$ cat config.mk
export PLATFORM = sky130hd
export DESIGN_NAME = smwc_top
export DESIGN_NICKNAME = d
export VERILOG_FILES = /design/src/smwc_sync.v /design/src/smwc_top.v
export VERILOG_INCLUDE_DIRS = /design/src /design/src/src
export SDC_FILE = /design/constraint.sdc
export NUM_CORES = 1
export LEC_CHECK = 0
export BUFFER_PORTS_ARGS = -buffer_cell sky130_fd_sc_hd__buf_2
export CAP_MARGIN = 40
export CORE_MARGIN = 2
export CORE_UTILIZATION = 49
export DETAILED_ROUTE_END_ITERATION = 16
export PLACE_DENSITY = 0.8
export SYNTH_ARGS = -nofsm -noshare
export SYNTH_HDL_FRONTEND = slang
export SYNTH_SLANG_ARGS = --single-unit
$ cat constraint.sdc
create_clock -name clock -period 3.8 [get_ports clock]
set_clock_uncertainty 0.15 [all_clocks]
set_input_delay 0.38 -clock clock [delete_from_list [all_inputs] [get_ports clock]]
set_output_delay 0.38 -clock clock [all_outputs]
set_load 0.01 [all_outputs]
$ cat src/smwc_regs.vh
// Purpose: constants for the deep-stop wake controller
// Assumes: 32-bit AHB-Lite slave, byte offsets in haddr[7:0]
// Notes: one aligned word per register
`ifndef SMWC_REGS_VH
`define SMWC_REGS_VH
`define SMWC_AW 8
`define SMWC_DW 32
`define SMWC_OFF_MODE 8'h00
`define SMWC_OFF_CTRL 8'h04
`define SMWC_OFF_SETTLE 8'h08
`define SMWC_OFF_FILT 8'h0c
`define SMWC_OFF_STAT 8'h10
`define SMWC_MODE_W 2
`define SMWC_MODE_RST 2'h0
`define SMWC_MODE_MID_IDLE 2'h0
`define SMWC_MODE_STOP_LO 2'h1
`define SMWC_MODE_STOP_HI 2'h3
`define SMWC_CTL_STOP_REQ 1
`define SMWC_CTL_NM_MASK0 4
`define SMWC_CTL_NM_MASK1 5
`define SMWC_CTL_IRQ_MASK 6
`define SMWC_MASK_RST 1'h0
`define SMWC_SEL_W 3
`define SMWC_SEL_RST 3'h6
`define SMWC_SETTLE_LOG2 10
`define SMWC_SETTLE_MARGIN 8
`define SMWC_FILT_W 4
`define SMWC_FILT_EN 3
`define SMWC_FILT_SEL_HI 2
`define SMWC_FILT_SEL_LO 0
`define SMWC_FILT_RST 4'h0
`define SMWC_FILT_SLOW_MIN 3'h3
`define SMWC_FILT_PIN 3
`define SMWC_NPINS 15
`define SMWC_NCSI 3
`define SMWC_NUART 4
`define SMWC_NSYNC 22
`define SMWC_ST_STATE_HI 2
`define SMWC_ST_STATE_LO 0
`define SMWC_ST_NMI 4
`define SMWC_ST_RST 5
`define SMWC_ST_ADC_INV 6
`define SMWC_ST_PIN_BLK 7
`define SMWC_TM_INT_DIV8 2'h1
`define SMWC_TM_SUB 2'h2
`endif

$ cat src/smwc_sync.v
// Purpose: two-flop level synchroniser, W bits wide
// Assumes: each bit is an independent level
// Notes: meta_q is read by q only
`timescale 1ns/1ps
`default_nettype none
module smwc_sync #(
  parameter W = 1
) (
  input wire clock, // main clock
  input wire reset, // sync reset, active high
  input wire [W-1:0] d, // asynchronous levels
  output reg [W-1:0] q // synchronised levels
);
  reg [W-1:0] meta_q;
  always @(posedge clock) begin
    if (reset) begin
      meta_q <= {W{1'b0}};
      q <= {W{1'b0}};
    end else begin
      meta_q <= d;
      q <= meta_q;
    end
  end
endmodule // smwc_sync
`default_nettype wire

$ cat src/smwc_top.v
// Purpose: deep-stop entry, wake detection, settle timing, clock gates
// Assumes: AHB-Lite word accesses; wake pins are asynchronous
// Notes: Contract
// Contract
// idle wake counts selected settle interval
// reset wake settles with default select
// stop only from run, mode 01/11
// stop halts main oscillator and clocks
// execution stops, ram and subclock kept
// software puts five nops after request
// pending unmasked request exits stop immediately
// listed interrupts and resets end stop
// run resumes only after settle interval
// masked release sources are ignored
// slow noise filter blocks pin three
// any unmasked request wakes, any priority
// lower priority in handler: wake, no ack
// higher priority or nmi: wake, ack
// resume branches or continues per state
// reset wake acts as ordinary reset
// pll, cpu, dma, timers, intc stop
// interval, watch timers, key per clock
// watchdog, serial channels per clock source
// converter stops, result undefined
// ports and internal data held
// running conversion halts, restarts, flagged invalid
// interrupt wake uses selected settle count
// counter cleared at wake, gates closed
// wake sources synchronised before use
`timescale 1ns/1ps
`default_nettype none
`include "smwc_regs.vh"
module smwc_top #(
  parameter SETTLE_BASE_LOG2 = `SMWC_SETTLE_LOG2
) (
  input wire clock, // main clock, 100 MHz
  input wire reset, // sync reset, active high
  input wire hsel, // AHB select
  input wire [31:0] haddr, // AHB address
  input wire [1:0] htrans, // AHB transfer type
  input wire hwrite, // AHB write
  input wire [2:0] hsize, // AHB size, word only
  input wire [31:0] hwdata, // AHB write data
  input wire hready, // AHB bus ready
  output reg hreadyout, // AHB slave ready
  output reg [31:0] hrdata, // AHB read data
  output reg hresp, // AHB response, OKAY
  input wire nmi_pin, // non-maskable pin, async
  input wire watchdog_nonmask_irq, // watchdog nmi, async
  input wire [14:0] external_irq_pins, // pin irqs, async
  input wire [14:0] external_irq_unmask, // pin irq unmasked
  input wire periph_irq_unmasked, // running periph irq, async
  input wire reset_pin, // reset pin, async
  input wire watchdog_reset_signal, // watchdog reset, async
  input wire power_on_clear, // power-on clear, async
  input wire low_voltage_detector, // low-voltage reset, async
  input wire irq_pending_unmasked, // intc pending request
  input wire in_handler, // cpu is inside a handler
  input wire req_priority_higher, // request beats current
  input wire irq_enabled_state, // cpu interrupts enabled
  input wire adc_busy, // conversion in progress
  input wire [1:0] interval_timer_src, // interval timer clock
  input wire watch_timer_on_sub, // watch timer on subclock
  input wire watchdog_on_internal, // watchdog on internal osc
  input wire [2:0] serial_clock_input_sel, // csi on ext clock
  input wire async_baud_clock_input_sel, // uart0 on ext baud
  output reg main_osc_enable, // main oscillator runs
  output reg pll_enable, // pll runs
  output reg cpu_clk_en, // cpu clock gate
  output reg dma_clk_en, // dma clock gate
  output reg timer_grp_clk_en, // timer groups a and b
  output reg intc_clk_en, // interrupt controller clock
  output reg interval_timer_clk_en, // interval timer gate
  output reg watch_timer_clk_en, // watch timer gate
  output reg watchdog_clk_en, // watchdog gate
  output reg [2:0] clocked_serial_clk_en, // csi gates
  output reg [3:0] async_serial_clk_en, // uart gates
  output reg key_interrupt_clk_en, // key interrupt gate
  output reg adc_clk_en, // converter control gate
  output reg adc_restart, // restart conversion, pulse
  output reg adc_result_invalid, // converter result bad
  output reg port_hold, // ports keep their state
  output reg ram_retain, // ram and registers held
  output reg core_reset, // core held in reset
  output reg resume_branch, // go to handler, pulse
  output reg resume_next, // next instruction, pulse
  output reg irq_ack // acknowledge request, pulse
);
  localparam S_RUN = 3'h0;
  localparam S_STOP = 3'h1;
  localparam S_IDLE = 3'h2;
  localparam S_SETTLE = 3'h3;
  localparam S_RSETTLE = 3'h4;
  localparam CW = SETTLE_BASE_LOG2 + `SMWC_SETTLE_MARGIN;

  reg [2:0] state_q;
  reg [2:0] state_d;
  reg [CW-1:0] cnt_q;
  reg [`SMWC_MODE_W-1:0] mode_q;
  reg nm_mask0_q;
  reg nm_mask1_q;
  reg irq_mask_q;
  reg [`SMWC_SEL_W-1:0] sel_q;
  reg [`SMWC_FILT_W-1:0] filt_q;
  reg cause_nmi_q;
  reg cause_rst_q;
  reg adc_pend_q;
  reg [`SMWC_AW-1:0] addr_q;
  reg wr_q;
  reg rd_q;
  reg [31:0] rd_mux;
  wire [`SMWC_NSYNC-1:0] sync_q;

  // async wake sources resynced first; irq_pending_unmasked used as is
  smwc_sync #(
    .W(`SMWC_NSYNC)
  ) u_sync (
    .clock(clock),
    .reset(reset),
    .d({low_voltage_detector, power_on_clear, watchdog_reset_signal,
        reset_pin, periph_irq_unmasked, watchdog_nonmask_irq, nmi_pin,
        external_irq_pins}),
    .q(sync_q)
  );

  wire [14:0] ext_s = sync_q[`SMWC_NPINS-1:0];
  wire nmi_s = sync_q[`SMWC_NPINS];
  wire wdn_s = sync_q[`SMWC_NPINS+1];
  wire per_s = sync_q[`SMWC_NPINS+2];
  wire rst_s = |sync_q[`SMWC_NSYNC-1:`SMWC_NPINS+3];

  // slow filter sampling cannot run without main clock
  wire pin_blk = filt_q[`SMWC_FILT_EN] &
    (filt_q[`SMWC_FILT_SEL_HI:`SMWC_FILT_SEL_LO] >= `SMWC_FILT_SLOW_MIN);
  wire [14:0] blk_vec = pin_blk ? (15'h1 << `SMWC_FILT_PIN) : 15'h0;
  wire [14:0] ext_ok = ext_s & external_irq_unmask & ~blk_vec;
  // a set mask bit drops its source
  wire nm_wake = (nmi_s & ~nm_mask0_q) | (wdn_s & ~nm_mask1_q);
  // priority plays no part in waking
  wire mk_wake = ((|ext_ok) | per_s | irq_pending_unmasked) & ~irq_mask_q;
  // wake on any enabled interrupt source
  wire wake_any = nm_wake | mk_wake;

  // AHB-Lite: writes zero wait, reads one wait state
  wire take = hsel & htrans[1] & hready;
  wire we_mode = wr_q & (addr_q == `SMWC_OFF_MODE);
  wire we_ctrl = wr_q & (addr_q == `SMWC_OFF_CTRL);
  wire we_sel = wr_q & (addr_q == `SMWC_OFF_SETTLE);
  wire we_filt = wr_q & (addr_q == `SMWC_OFF_FILT);
  wire we_stat = wr_q & (addr_q == `SMWC_OFF_STAT);
  wire mode_stop = (mode_q == `SMWC_MODE_STOP_LO) |
    (mode_q == `SMWC_MODE_STOP_HI);
  // request honoured only in run
  wire stop_wr = we_ctrl & hwdata[`SMWC_CTL_STOP_REQ] & (state_q == S_RUN);

  // interval is 2^(base+select) cycles
  wire [CW-1:0] one_w = {{(CW-1){1'b0}}, 1'b1};
  wire [CW-1:0] limit = (one_w << (SETTLE_BASE_LOG2 + sel_q)) - one_w;
  wire done = (cnt_q == limit);
  wire settling = (state_q == S_SETTLE) | (state_q == S_RSETTLE);
  wire now_resume = stop_wr & wake_any;
  wire resume_ev = now_resume |
    ((state_q == S_SETTLE) & done & ~rst_s);
  wire branch_src = (state_q == S_RUN) ? nm_wake : cause_nmi_q;
  // lower priority in handler is not taken
  // higher priority with interrupts enabled, or nmi, is taken
  wire branch = branch_src |
    (irq_enabled_state & (~in_handler | req_priority_higher));

  always @* begin
    state_d = state_q;
    case (state_q)
      S_RUN: begin
        // pending request cancels the entry
        if (stop_wr & ~wake_any) begin
          if (mode_stop) begin
            state_d = S_STOP;
          end else if (mode_q == `SMWC_MODE_MID_IDLE) begin
            state_d = S_IDLE;
          end
        end
      end
      S_STOP, S_IDLE: begin
        if (wake_any) begin
          state_d = S_SETTLE;
        end
      end
      S_SETTLE: begin
        // run only after the interval
        if (done) begin
          state_d = S_RUN;
        end
      end
      S_RSETTLE: begin
        if (done & ~rst_s) begin
          state_d = S_RUN;
        end
      end
      default: begin
        state_d = S_RSETTLE;
      end
    endcase
    // any reset source restarts as a normal reset
    if (rst_s) begin
      state_d = S_RSETTLE;
    end
  end

  always @* begin
    rd_mux = 32'h0;
    case (addr_q)
      `SMWC_OFF_MODE: begin
        rd_mux[`SMWC_MODE_W-1:0] = mode_q;
      end
      `SMWC_OFF_CTRL: begin
        rd_mux[`SMWC_CTL_NM_MASK0] = nm_mask0_q;
        rd_mux[`SMWC_CTL_NM_MASK1] = nm_mask1_q;
        rd_mux[`SMWC_CTL_IRQ_MASK] = irq_mask_q;
      end
      `SMWC_OFF_SETTLE: begin
        rd_mux[`SMWC_SEL_W-1:0] = sel_q;
      end
      `SMWC_OFF_FILT: begin
        rd_mux[`SMWC_FILT_W-1:0] = filt_q;
      end
      `SMWC_OFF_STAT: begin
        rd_mux[`SMWC_ST_STATE_HI:`SMWC_ST_STATE_LO] = state_q;
        rd_mux[`SMWC_ST_NMI] = cause_nmi_q;
        rd_mux[`SMWC_ST_RST] = cause_rst_q;
        rd_mux[`SMWC_ST_ADC_INV] = adc_result_invalid;
        rd_mux[`SMWC_ST_PIN_BLK] = pin_blk;
      end
      default: begin
        rd_mux = 32'h0;
      end
    endcase
  end

  always @(posedge clock) begin
    if (reset) begin
      addr_q <= {`SMWC_AW{1'b0}};
      wr_q <= 1'b0;
      rd_q <= 1'b0;
      hreadyout <= 1'b1;
      hrdata <= 32'h0;
      hresp <= 1'b0;
    end else begin
      wr_q <= take & hwrite;
      rd_q <= take & ~hwrite;
      if (take) begin
        addr_q <= haddr[`SMWC_AW-1:0];
      end
      // read data taken one cycle late so a write just before is seen
      if (rd_q) begin
        hrdata <= rd_mux;
        hreadyout <= 1'b1;
      end else if (take & ~hwrite) begin
        hreadyout <= 1'b0;
      end
    end
  end

  // reset wake reloads the default select
  always @(posedge clock) begin
    if (reset | (state_q == S_RSETTLE)) begin
      mode_q <= `SMWC_MODE_RST;
      nm_mask0_q <= `SMWC_MASK_RST;
      nm_mask1_q <= `SMWC_MASK_RST;
      irq_mask_q <= `SMWC_MASK_RST;
      sel_q <= `SMWC_SEL_RST;
      filt_q <= `SMWC_FILT_RST;
    end else begin
      if (we_mode) begin
        mode_q <= hwdata[`SMWC_MODE_W-1:0];
      end
      if (we_ctrl) begin
        nm_mask0_q <= hwdata[`SMWC_CTL_NM_MASK0];
        nm_mask1_q <= hwdata[`SMWC_CTL_NM_MASK1];
        irq_mask_q <= hwdata[`SMWC_CTL_IRQ_MASK];
      end
      if (we_sel) begin
        sel_q <= hwdata[`SMWC_SEL_W-1:0];
      end
      if (we_filt) begin
        filt_q <= hwdata[`SMWC_FILT_W-1:0];
      end
    end
  end

  always @(posedge clock) begin
    if (reset) begin
      state_q <= S_RSETTLE;
      cnt_q <= {CW{1'b0}};
      cause_nmi_q <= 1'b0;
      cause_rst_q <= 1'b1;
      adc_pend_q <= 1'b0;
      adc_result_invalid <= 1'b0;
      adc_restart <= 1'b0;
      resume_branch <= 1'b0;
      resume_next <= 1'b0;
      irq_ack <= 1'b0;
    end else begin
      state_q <= state_d;
      // counter held clear until wake, then free to run
      // idle and stop share the same timer
      if (settling & (state_d == state_q) & ~rst_s) begin
        cnt_q <= cnt_q + one_w;
      end else begin
        cnt_q <= {CW{1'b0}};
      end
      if (((state_q == S_STOP) | (state_q == S_IDLE)) & wake_any) begin
        cause_nmi_q <= nm_wake;
        cause_rst_q <= 1'b0;
      end else if (now_resume) begin
        cause_nmi_q <= nm_wake;
        cause_rst_q <= 1'b0;
      end
      if (rst_s) begin
        cause_rst_q <= 1'b1;
        cause_nmi_q <= 1'b0;
      end
      // resume path from cause and enable state
      resume_branch <= resume_ev & branch;
      resume_next <= resume_ev & ~branch;
      irq_ack <= resume_ev & branch;
      // halted conversion restarts, results flagged
      adc_restart <= resume_ev & adc_pend_q;
      if (rst_s) begin
        adc_pend_q <= 1'b0;
      end else if (state_q == S_RUN & state_d == S_STOP & adc_busy) begin
        adc_pend_q <= 1'b1;
      end else if (resume_ev) begin
        adc_pend_q <= 1'b0;
      end
      // set beats a same-cycle write-one clear
      if (state_q == S_RUN & state_d == S_STOP & adc_busy) begin
        adc_result_invalid <= 1'b1;
      end else if (we_stat & hwdata[`SMWC_ST_ADC_INV]) begin
        adc_result_invalid <= 1'b0;
      end
    end
  end

  // gates follow the next state so they close with the entry edge
  wire gated_d = (state_d != S_RUN);
  wire hold_d = gated_d & (state_d != S_RSETTLE);
  always @(posedge clock) begin
    if (reset) begin
      main_osc_enable <= 1'b1;
      pll_enable <= 1'b0;
      cpu_clk_en <= 1'b0;
      dma_clk_en <= 1'b0;
      timer_grp_clk_en <= 1'b0;
      intc_clk_en <= 1'b0;
      interval_timer_clk_en <= 1'b0;
      watch_timer_clk_en <= 1'b0;
      watchdog_clk_en <= 1'b0;
      clocked_serial_clk_en <= {`SMWC_NCSI{1'b0}};
      async_serial_clk_en <= {`SMWC_NUART{1'b0}};
      key_interrupt_clk_en <= 1'b1;
      adc_clk_en <= 1'b0;
      port_hold <= 1'b0;
      ram_retain <= 1'b0;
      core_reset <= 1'b1;
    end else begin
      // only deep-stop halts the main oscillator
      main_osc_enable <= (state_d != S_STOP);
      // core-side blocks stop; wake logic stays here
      pll_enable <= ~gated_d;
      cpu_clk_en <= ~gated_d;
      dma_clk_en <= ~gated_d;
      timer_grp_clk_en <= ~gated_d;
      intc_clk_en <= ~gated_d;
      // timers on slow clocks keep counting
      interval_timer_clk_en <= ~gated_d |
        (interval_timer_src == `SMWC_TM_INT_DIV8) |
        (interval_timer_src == `SMWC_TM_SUB);
      watch_timer_clk_en <= ~gated_d | watch_timer_on_sub;
      key_interrupt_clk_en <= 1'b1;
      // watchdog and serial only on own clocks
      watchdog_clk_en <= ~gated_d | watchdog_on_internal;
      clocked_serial_clk_en <= gated_d ? serial_clock_input_sel :
        {`SMWC_NCSI{1'b1}};
      async_serial_clk_en <= gated_d ?
        {{(`SMWC_NUART-1){1'b0}}, async_baud_clock_input_sel} :
        {`SMWC_NUART{1'b1}};
      // converter control stopped while gated
      adc_clk_en <= ~gated_d;
      // execution halted, ram kept
      // ports and state frozen, not reset
      port_hold <= hold_d;
      ram_retain <= hold_d;
      core_reset <= (state_d == S_RSETTLE);
    end
  end
endmodule // smwc_top
`default_nettype wire

==> impl_metrics.env, run 1 <==
export IMPL_final_area_um2=6257
export IMPL_hold_ws_ps=54.98
export IMPL_grt_use_total_pct=21.07
export IMPL_yosys_top_cells_area="dfxtp_1, nor2b_1, buf_4, nor2_1, nand2_1"
export IMPL_drt_wl_total_um=11240
export IMPL_io_pins=184
export IMPL_final_nets=796
export IMPL_cp_common_cell="o2111a_1"
export IMPL_most_common_layout_cells="dfxtp_1, buf_2, nor2_1, nor2b_1, nand2_1"
export IMPL_die_area_um2=10710
export IMPL_synth_top_area_cell="dfxtp_1"
export IMPL_layout_drive_gt1_share_pct=21.83
export IMPL_start_kind="flop"
export IMPL_setup_tns_ps=0
export IMPL_clock_latency_ps=510
export IMPL_slowest_stage="or4b_2"
export IMPL_routed_via_density=5.014
export IMPL_powerDensity_nw_per_um2=467.8
export IMPL_irDropWorstVdd_uv=292.1
export IMPL_antenna_found_initial=0
export IMPL_rsz0062_at_grt="no"
export IMPL_ant_nets=0
export IMPL_wl_per_cell_um=13.86
export IMPL_synth_cell_types=58
export IMPL_mostFrequentLayoutCell="dfxtp_1"
export IMPL_ys_seq_area_share_pct=47.07
export IMPL_cts_clk_slew_worst_paths_ps=60
export IMPL_multi_input_area_um2=2202
export IMPL_root_buffer="clkbuf_8"
export IMPL_dr_first_iter_drc_count=308
export IMPL_postPlaceCellArea_um2=5266
export IMPL_syn_area_um2=4848
export IMPL_core_region_area_um2=9684
export IMPL_drv_cap=0
export IMPL_crit_type="reg2reg"
export IMPL_grt_pass1_vias=3799
export IMPL_dr_pass1_iters=5
export IMPL_hold_viol=0
export IMPL_avgSynthCellArea_um2=9.046
export IMPL_start_util_pct=50.06
export IMPL_worst_path_buf_inv=1
export IMPL_crit_family="simple AND/OR/NAND/NOR gates"
export IMPL_grt_pass1_wl_um=17390
export IMPL_utilization_pct=64.61
export IMPL_min_path_type="in2reg"
export IMPL_htree_levels=4
export IMPL_regArea_um2=2282
export IMPL_die_w_um=103.5
export IMPL_critPathMaxStageDelay_ps=660
export IMPL_clock_sinks=114
export IMPL_drv_slew=0
export IMPL_synthArstFlopShare_pct=0
export IMPL_antenna_diode_count=0
export IMPL_die_y_um=103.5
export IMPL_synthCells=536
export IMPL_fmax_mhz=321.0
export IMPL_std_cell_rows=36
export IMPL_p_leak_nw=2.732
export IMPL_synthToLayoutAreaGrowth_pct=29.06
export IMPL_post_cts_buffers=0
export IMPL_synth_seq_cells=114
export IMPL_vias=4066
export IMPL_p_total_mw=2.927
export IMPL_fin_crit_sh_pct=81.98
export IMPL_dp_hpwl_um=7277
export IMPL_yosys_warnings=0
export IMPL_drc=0
export IMPL_path_cells="inv_1 > ha_1 > or4b_2 > o22ai_1 > o2111a_1 > o2111a_1 > or2_2 > nand4b_1 > o21ai_0"
export IMPL_worst_pin_slew_ps=677.0
export IMPL_clockBufferDepth=2
export IMPL_period_needed_ps=3115
export IMPL_fillers=744
export IMPL_grt_overflow_total=0
export IMPL_synthFlopType="dfxtp_1"
export IMPL_cp_arrival_ps=3390
export IMPL_synth_top_area_share_pct=47.07
export IMPL_final_setup_viol_count=0
export IMPL_critPathMaxFanout=9
export IMPL_port_buffers=104
export IMPL_critPathCaptureType="flop"
export IMPL_synth_edff_count=0
export IMPL_slew_headroom_pct=54.87
export IMPL_outcome="finished, final reports clean"
export IMPL_cts_tree="built"
export IMPL_grt_max_degree=74
export IMPL_numCtsBuffers=17
export IMPL_cp_required_ps=4080
export IMPL_place_gp_congestion=0.8502
## layer usage
layer  global-route usage, %  vias to the layer above  share of wire (%)
met5                       0                        -                  0
met4                   7.692                        0                1.5
met3                   6.922                       22                7.3
met2                   36.18                      167                 50
met1                   24.53                     1872                 41
li1                        -                     2005                  -
## state kept, by name, summed over array words and instances, names as in the netlist, 2 cells and up
register               count
sel_q                      3
filt_q                     4
clocked_serial_clk_en      3
hrdata                     8
async_serial_clk_en        2
addr_q                     8
cnt_q                     18
mode_q                     2
u_sync.q                  22
u_sync.meta_q             22
state_q                    3
## worst reg2reg max path, stage by stage (launching register included)
cell	delay, ps
dfxtp_1	350
inv_1	130
ha_1	420
or4b_2	670
o22ai_1	210
o2111a_1	240
o2111a_1	230
or2_2	130
nand4b_1	320
o21ai_0	190
## power breakdown
group / internal (mW) / total, mW / leakage [nW] / switching (mW)
sequential: 1.23 / 1.24 / 0.931 / 0.0120
combinational: 0.0866 / 0.175 / 1.52 / 0.0879
clock: 0.905 / 1.51 / 0.277 / 0.608
## kinds of logic after synthesis
logic type	Yosys count	share of synthesized area, %
multiplexers	15	3.122
AND/OR/NAND/NOR	212	23.20
buffers and inverters	83	9.368
AO/OA/AOI/OAI	74	10.04
other	2	0.1549
adder cells (fa/ha/maj)	7	1.806
XOR/XNOR	29	5.239
flip-flops	114	47.07
## cell usage after synthesis, types with 11 or more instances
cell / count
a21oi_1: 21
buf_4: 36
clkbuf_1: 26
dfxtp_1: 114
inv_1: 19
mux2i_1: 14
nand2_1: 43
nand3_1: 14
nor2_1: 49
nor2b_1: 48
nor3_1: 11
o21ai_0: 15
xnor2_1: 16
xor2_1: 13
## repair_timing
| action | in CTS | in global routing |
|---|---|---|
| hold buffers | 42 | 0 |
| resized for setup | 0 | 0 |
| hold endpoints to repair | 44 | 0 |
## cell type report
type	count	share of cell area (%)
clock buffers	18	6.839
clock inverters	14	2.280
inverters	20	1.200
multi-input cells	363	35.19
flip-flops and latches	114	36.47
well taps	133	2.659
repair buffers	149	15.36
## metrics by stage
step | instances | setup slack (ps)
6_report | 811 | 684.7
4_1_cts | 811 | 651.2
2_1_floorplan | 560 | 720.5
3_5_place_dp | 737 | 716.3
5_1_grt | 811 | 391.3
3_3_place_gp | 736 | 755.5
## worst paths after layout
path,endpoint,cells past startpoint,from,slack (ps)
worst min register to register,u_sync.q[20],1,u_sync.meta_q[20],280
worst max register to register,clocked_serial_clk_en[1],9,sel_q[2],680
worst min-delay path,filt_q[0],3,hwdata[0],50
worst max-delay path,clocked_serial_clk_en[1],9,sel_q[2],680
(Power assumes the default switching activity.)
==> run 2, diff against run 1 <==
--- a/config.mk
+++ b/config.mk
@@ -9,9 +9,9 @@
 export BUFFER_PORTS_ARGS = -buffer_cell sky130_fd_sc_hd__buf_2
 export CAP_MARGIN = 40
 export CORE_MARGIN = 2
-export CORE_UTILIZATION = 49
+export CORE_UTILIZATION = 44
 export DETAILED_ROUTE_END_ITERATION = 16
-export PLACE_DENSITY = 0.8
+export PLACE_DENSITY = 0.76
 export SYNTH_ARGS = -nofsm -noshare
 export SYNTH_HDL_FRONTEND = slang
 export SYNTH_SLANG_ARGS = --single-unit
==> constraint.sdc (replaced) <==
create_clock -name clock -period 2.7 [get_ports clock]
set_clock_uncertainty 0.15 [all_clocks]
set_input_delay 0.27 -clock clock [delete_from_list [all_inputs] [get_ports clock]]
set_output_delay 0.27 -clock clock [all_outputs]
set_load 0.01 [all_outputs]
==> impl_metrics.env, run 2 (synthesis gave the netlist of run 1 again) <==
export IMPL_slew_headroom_pct=47.10
export IMPL_cp_common_cell="o2111a_1"
export IMPL_synthToLayoutAreaGrowth_pct=37.83
export IMPL_drv_cap=0
export IMPL_drv_slew=0
export IMPL_fin_crit_sh_pct=98.12
export IMPL_hold_depth=4
export IMPL_final_setup_viol_count=0
export IMPL_fmax_mhz=377.5
export IMPL_hold_viol=0
export IMPL_use_met3_pct=6.037
export IMPL_port_buffers=104
export IMPL_postPlaceCellArea_um2=5415
export IMPL_cts_tree="built"
export IMPL_place_gp_congestion=0.8710
export IMPL_grt_pass1_vias=4194
export IMPL_dp_hpwl_um=7606
export IMPL_rsz0062_at_grt="yes"
export IMPL_min_path_type="in2reg"
export IMPL_path_cells="inv_4 > ha_4 > or4b_4 > o22ai_4 > o2111a_1 > o2111a_1 > o211ai_2 > and2b_1 > o21bai_1"
export IMPL_grt_use_total_pct=20.68
export IMPL_cts_clk_slew_worst_paths_ps=60
export IMPL_vias=4199
export IMPL_grtUsageMet1_pct=22.78
export IMPL_die_area_um2=11870
export IMPL_outcome="finished, final reports clean"
export IMPL_htree_levels=4
export IMPL_worst_path_buf_inv=1
export IMPL_antenna_found_initial=0
export IMPL_reg2reg_depth=9
export IMPL_cp_required_ps=2940
export IMPL_critPathMaxFanout=6
export IMPL_most_common_layout_cells="dfxtp_1, buf_2, dlygate4sd3_1, nor2_1, nor2b_1"
export IMPL_mostFrequentLayoutCell="dfxtp_1"
export IMPL_die_w_um=109.0
export IMPL_multi_input_area_um2=2344
export IMPL_critPathCaptureType="flop"
export IMPL_worst_pin_slew_ps=793.5
export IMPL_grt_overflow_total=0
export IMPL_cp_arrival_ps=2890
export IMPL_drc=0
export IMPL_fillers=839
export IMPL_grt_max_degree=74
export IMPL_powerDensity_nw_per_um2=637.9
export IMPL_routed_via_density=4.957
export IMPL_grt_pass1_wl_um=18970
export IMPL_core_region_area_um2=10790
export IMPL_final_area_um2=6683
export IMPL_largest_registers="u_sync.meta_q: 22 flops, u_sync.q: 22 flops, cnt_q: 18 flops"
export IMPL_layout_drive_gt1_share_pct=26.45
export IMPL_use_met2_pct=37.89
export IMPL_grt_busiest_layer="met2"
export IMPL_antenna_diode_count=0
export IMPL_std_cell_rows=38
export IMPL_dr_pass1_iters=5
export IMPL_cp_num_cells=9
export IMPL_regArea_um2=2287
export IMPL_irDropWorstVdd_uv=472.4
export IMPL_crit_type="reg2reg"
export IMPL_clockBufferDepth=2
export IMPL_start_util_pct=44.92
export IMPL_crit_family="compound AO/OA/AOI/OAI gates"
export IMPL_slowest_stage="or4b_4"
export IMPL_p_leak_nw=2.907
export IMPL_drt_wl_total_um=12180
export IMPL_final_nets=825
export IMPL_numCtsBuffers=17
export IMPL_clock_latency_ps=510
export IMPL_critPathMaxStageDelay_ps=550
export IMPL_io_pins=184
export IMPL_ant_nets=0
export IMPL_clock_sinks=114
export IMPL_die_y_um=109.0
export IMPL_p_total_mw=4.263
export IMPL_dr_first_iter_drc_count=299
export IMPL_start_kind="flop"
export IMPL_wl_per_cell_um=14.38
export IMPL_root_buffer="clkbuf_8"
export IMPL_period_needed_ps=2649
run 2: metrics by stage:
stage | hold slack [ps] | setup WS (ps) | setup TNS [ps] | cells | utilization, %
global route | 41.87 | -54.38 | -72.38 | 847 | 61.92
floorplan | 199.3 | 1.543 | 0 | 560 | -
detailed placement | 271.8 | -50.42 | -78.98 | 760 | 50.17
finish | 37.68 | 50.70 | 0 | 847 | 61.92
CTS | 26.44 | 16.30 | 0 | 842 | 60.56
global placement | 266.4 | 36.63 | 0 | 760 | 50.17
run 2: layer usage:
metal | share of wire [%] | up-vias
li1 | - | 2061
met1 | 41 | 2000
met2 | 53 | 124
met3 | 5.1 | 14
met4 | 0.88 | 0
met5 | 0 | -
run 2: timing repair:
action / in CTS / in global routing
pin swaps: 0 / 6
endpoints found under the hold margin: 54 / 0
gates resized for setup: 5 / 21
hold buffers: 50 / 0
setup endpoints to repair: 26 / 32
setup buffers: 0 / 5
run 2: layout make-up:
class                           instances  share of cell area [%]
Multi-Input combinational cell        363                   35.07
Tap cell                              140                   2.621
Timing Repair Buffer                  178                   18.03
Sequential cell                       114                   34.23
Inverter                               20                   1.161
Clock buffer                           18                   6.254
Clock inverter                         14                   2.640
run 2: report_power, final:
| group | total [mW] | internal, mW | switching (mW) |
|---|---|---|---|
| clock network | 2.25 | 1.42 | 0.832 |
| logic | 0.271 | 0.140 | 0.131 |
| registers | 1.74 | 1.73 | 0.0165 |
run 2: final timing paths:
check                       end  slack [ps]         startpoint
max                  ram_retain          50           sel_q[1]
min          adc_result_invalid          40           adc_busy
max reg2reg          ram_retain          50           sel_q[1]
min reg2reg        u_sync.q[12]         290  u_sync.meta_q[12]
run 2: worst min-delay path, cell delays in order:
cell,delay [ps]
buf_2,110
and3_1,150
nand2_1,70
o21ai_1,60
==> run 3, diff against run 2 <==
--- a/config.mk
+++ b/config.mk
@@ -9,9 +9,9 @@
 export BUFFER_PORTS_ARGS = -buffer_cell sky130_fd_sc_hd__buf_2
 export CAP_MARGIN = 40
 export CORE_MARGIN = 2
-export CORE_UTILIZATION = 44
+export CORE_UTILIZATION = 35
 export DETAILED_ROUTE_END_ITERATION = 16
-export PLACE_DENSITY = 0.76
+export SETUP_SLACK_MARGIN = 0.1
 export SYNTH_ARGS = -nofsm -noshare
 export SYNTH_HDL_FRONTEND = slang
 export SYNTH_SLANG_ARGS = --single-unit
==> impl_metrics.env, run 3 (synthesis gave the netlist of run 1 again) <==
export IMPL_fmax_mhz=374.8
export IMPL_reg2reg_depth=8
export IMPL_hold_viol=0
export IMPL_min_path_type="in2reg"
export IMPL_place_gp_congestion=0.8491
export IMPL_utilization_pct=48.90
export IMPL_most_common_layout_cells="dfxtp_1, buf_2, nor2_1, nor2b_1, dlygate4sd3_1"
export IMPL_pwr_share_comb_pct=6.1
export IMPL_grt_pass1_vias=3982
export IMPL_core_region_area_um2=13720
export IMPL_die_y_um=121.7
export IMPL_fin_crit_sh_pct=98.83
export IMPL_wl_per_cell_um=12.88
export IMPL_clock_sinks=114
export IMPL_irDropWorstVdd_uv=628.2
export IMPL_drc=0
export IMPL_clockBufferDepth=2
export IMPL_antenna_diode_count=0
export IMPL_clkPwrFrac_pct=53.2
export IMPL_p_leak_nw=2.901
export IMPL_hold_depth=3
export IMPL_ff2ff_setup_slack_ps=30
export IMPL_regArea_um2=2288
export IMPL_multi_input_area_um2=2345
export IMPL_dr_first_iter_drc_count=195
export IMPL_cp_arrival_ps=2860
export IMPL_largest_registers="u_sync.meta_q: 22 flops, u_sync.q: 22 flops, cnt_q: 18 flops"
export IMPL_root_buffer="clkbuf_16"
export IMPL_outcome="finished, final reports clean"
export IMPL_seq_power_share_pct=40.7
export IMPL_port_buffers=104
export IMPL_io_pins=184
export IMPL_min_from="hwdata[1]"
export IMPL_start_kind="flop"
export IMPL_power_switching_uw=953.7
export IMPL_drv_cap=0
export IMPL_slew_headroom_pct=52.24
export IMPL_start_util_pct=35.34
export IMPL_powerDensity_nw_per_um2=638.0
export IMPL_period_needed_ps=2668
export IMPL_antenna_found_initial=0
export IMPL_grt_max_degree=74
export IMPL_crit_type="reg2reg"
export IMPL_cts_tree="built"
export IMPL_htree_levels=4
export IMPL_routed_via_density=4.591
export IMPL_rsz0062_at_grt="yes"
export IMPL_final_nets=820
export IMPL_min_to="sel_q[1]"
export IMPL_mostFrequentLayoutCell="dfxtp_1"
export IMPL_grt_use_total_pct=16.16
export IMPL_dp_hpwl_um=7687
export IMPL_synthToLayoutAreaGrowth_pct=38.37
export IMPL_drv_slew=0
export IMPL_worst_pin_slew_ps=716.3
export IMPL_critPathCaptureType="flop"
export IMPL_rr_startpoint="addr_q[5]"
export IMPL_std_cell_rows=43
export IMPL_swShare_pct=22.28
export IMPL_die_w_um=121.7
export IMPL_die_area_um2=14810
export IMPL_clock_latency_ps=410
export IMPL_r2r_end="adc_pend_q"
export IMPL_fillers=1273
export IMPL_dr_pass1_iters=4
export IMPL_ant_nets=0
export IMPL_grt_pass1_wl_um=18580
export IMPL_cp_required_ps=2890
export IMPL_layout_drive_gt1_share_pct=26.92
export IMPL_p_int_mw=3.327
export IMPL_final_setup_viol_count=0
export IMPL_hold_ws_ps=54.68
export IMPL_vias=4049
export IMPL_cts_clk_slew_worst_paths_ps=60
export IMPL_critPathMaxFanout=3
export IMPL_drt_wl_total_um=11360
export IMPL_grt_overflow_total=0
export IMPL_numCtsBuffers=17
[run 3: changes by cell type in the layout (fill, tap and decap cells not counted), moves of 2 or more]
cell and delta:
ha_2 +2, o21ai_1 +5, o21ai_2 +3, inv_6 -3
dlygate4sd3_1 -5, o21ai_0 -8, buf_4 -2, clkinv_4 +2
buf_6 +2
[run 3: per-layer routing]
layer,vias up,global-route usage [%],share of wire (%)
met2,110,26.33,49
met5,-,0,0
met1,1872,18.78,44
li1,2057,-,-
met3,10,6.835,6.1
met4,0,6.537,1.3
[run 3: power by group through the flow]
| stage | registers [mW] | logic [mW] | clock network, mW |
|---|---|---|---|
| final | 1.74 | 0.262 | 2.28 |
| after detailed placement | 1.78 | 0.201 | 0 |
| after CTS | 1.74 | 0.259 | 2.33 |
| after floorplan | 1.78 | 0.142 | 0 |
| after global placement | 1.78 | 0.198 | 0 |
| after global routing | 1.75 | 0.292 | 2.41 |
[run 3: area by class of cell]
cell class / instances / share of cell area, %
Multi-Input combinational cell: 363 / 34.95
Timing Repair Buffer: 173 / 17.33
Tap cell: 180 / 3.357
Clock buffer: 18 / 6.397
Clock inverter: 14 / 2.704
Inverter: 20 / 1.156
Sequential cell: 114 / 34.11
[run 3: what timing repair did]
action / CTS / global route
setup endpoints to repair: 29 / 31
gates resized for setup: 22 / 15
hold buffers: 45 / 0
hold endpoints to repair: 49 / 0
pin swaps: 2 / 11
setup buffers: 2 / 7
[run 3: worst max-delay path: stages (launching register included)]
cell	delay [ps]
dfxtp_2	320
or4_4	530
or3_4	350
or3_4	400
o41a_1	360
o211ai_2	110
buf_4	150
nand4b_1	90
a21oi_1	150
[run 3: how the worst max path moves through the flow]
stage	from	endpoint	slack (ps)	cells after the start
floorplan	sel_q[1]	ram_retain	110	11
global placement	sel_q[1]	resume_next	50	8
detailed placement	sel_q[1]	resume_next	-70	8
CTS	addr_q[5]	cnt_q[2]	60	7
global route	addr_q[5]	adc_pend_q	-40	8
finish	addr_q[5]	adc_pend_q	30	8
[run 3: through the flow]
step	TNS (ps)	cells	power [mW]	worst slack [ps]	area, um2
finish	0	882	4.281	31.67	6709
global route	-103.2	882	4.451	-39.01	6709
CTS	0	875	4.330	57.79	6599
detailed placement	-68.81	796	1.981	-68.81	5454
global placement	0	796	1.975	45.46	5454
floorplan	0	560	1.920	106.9	4996
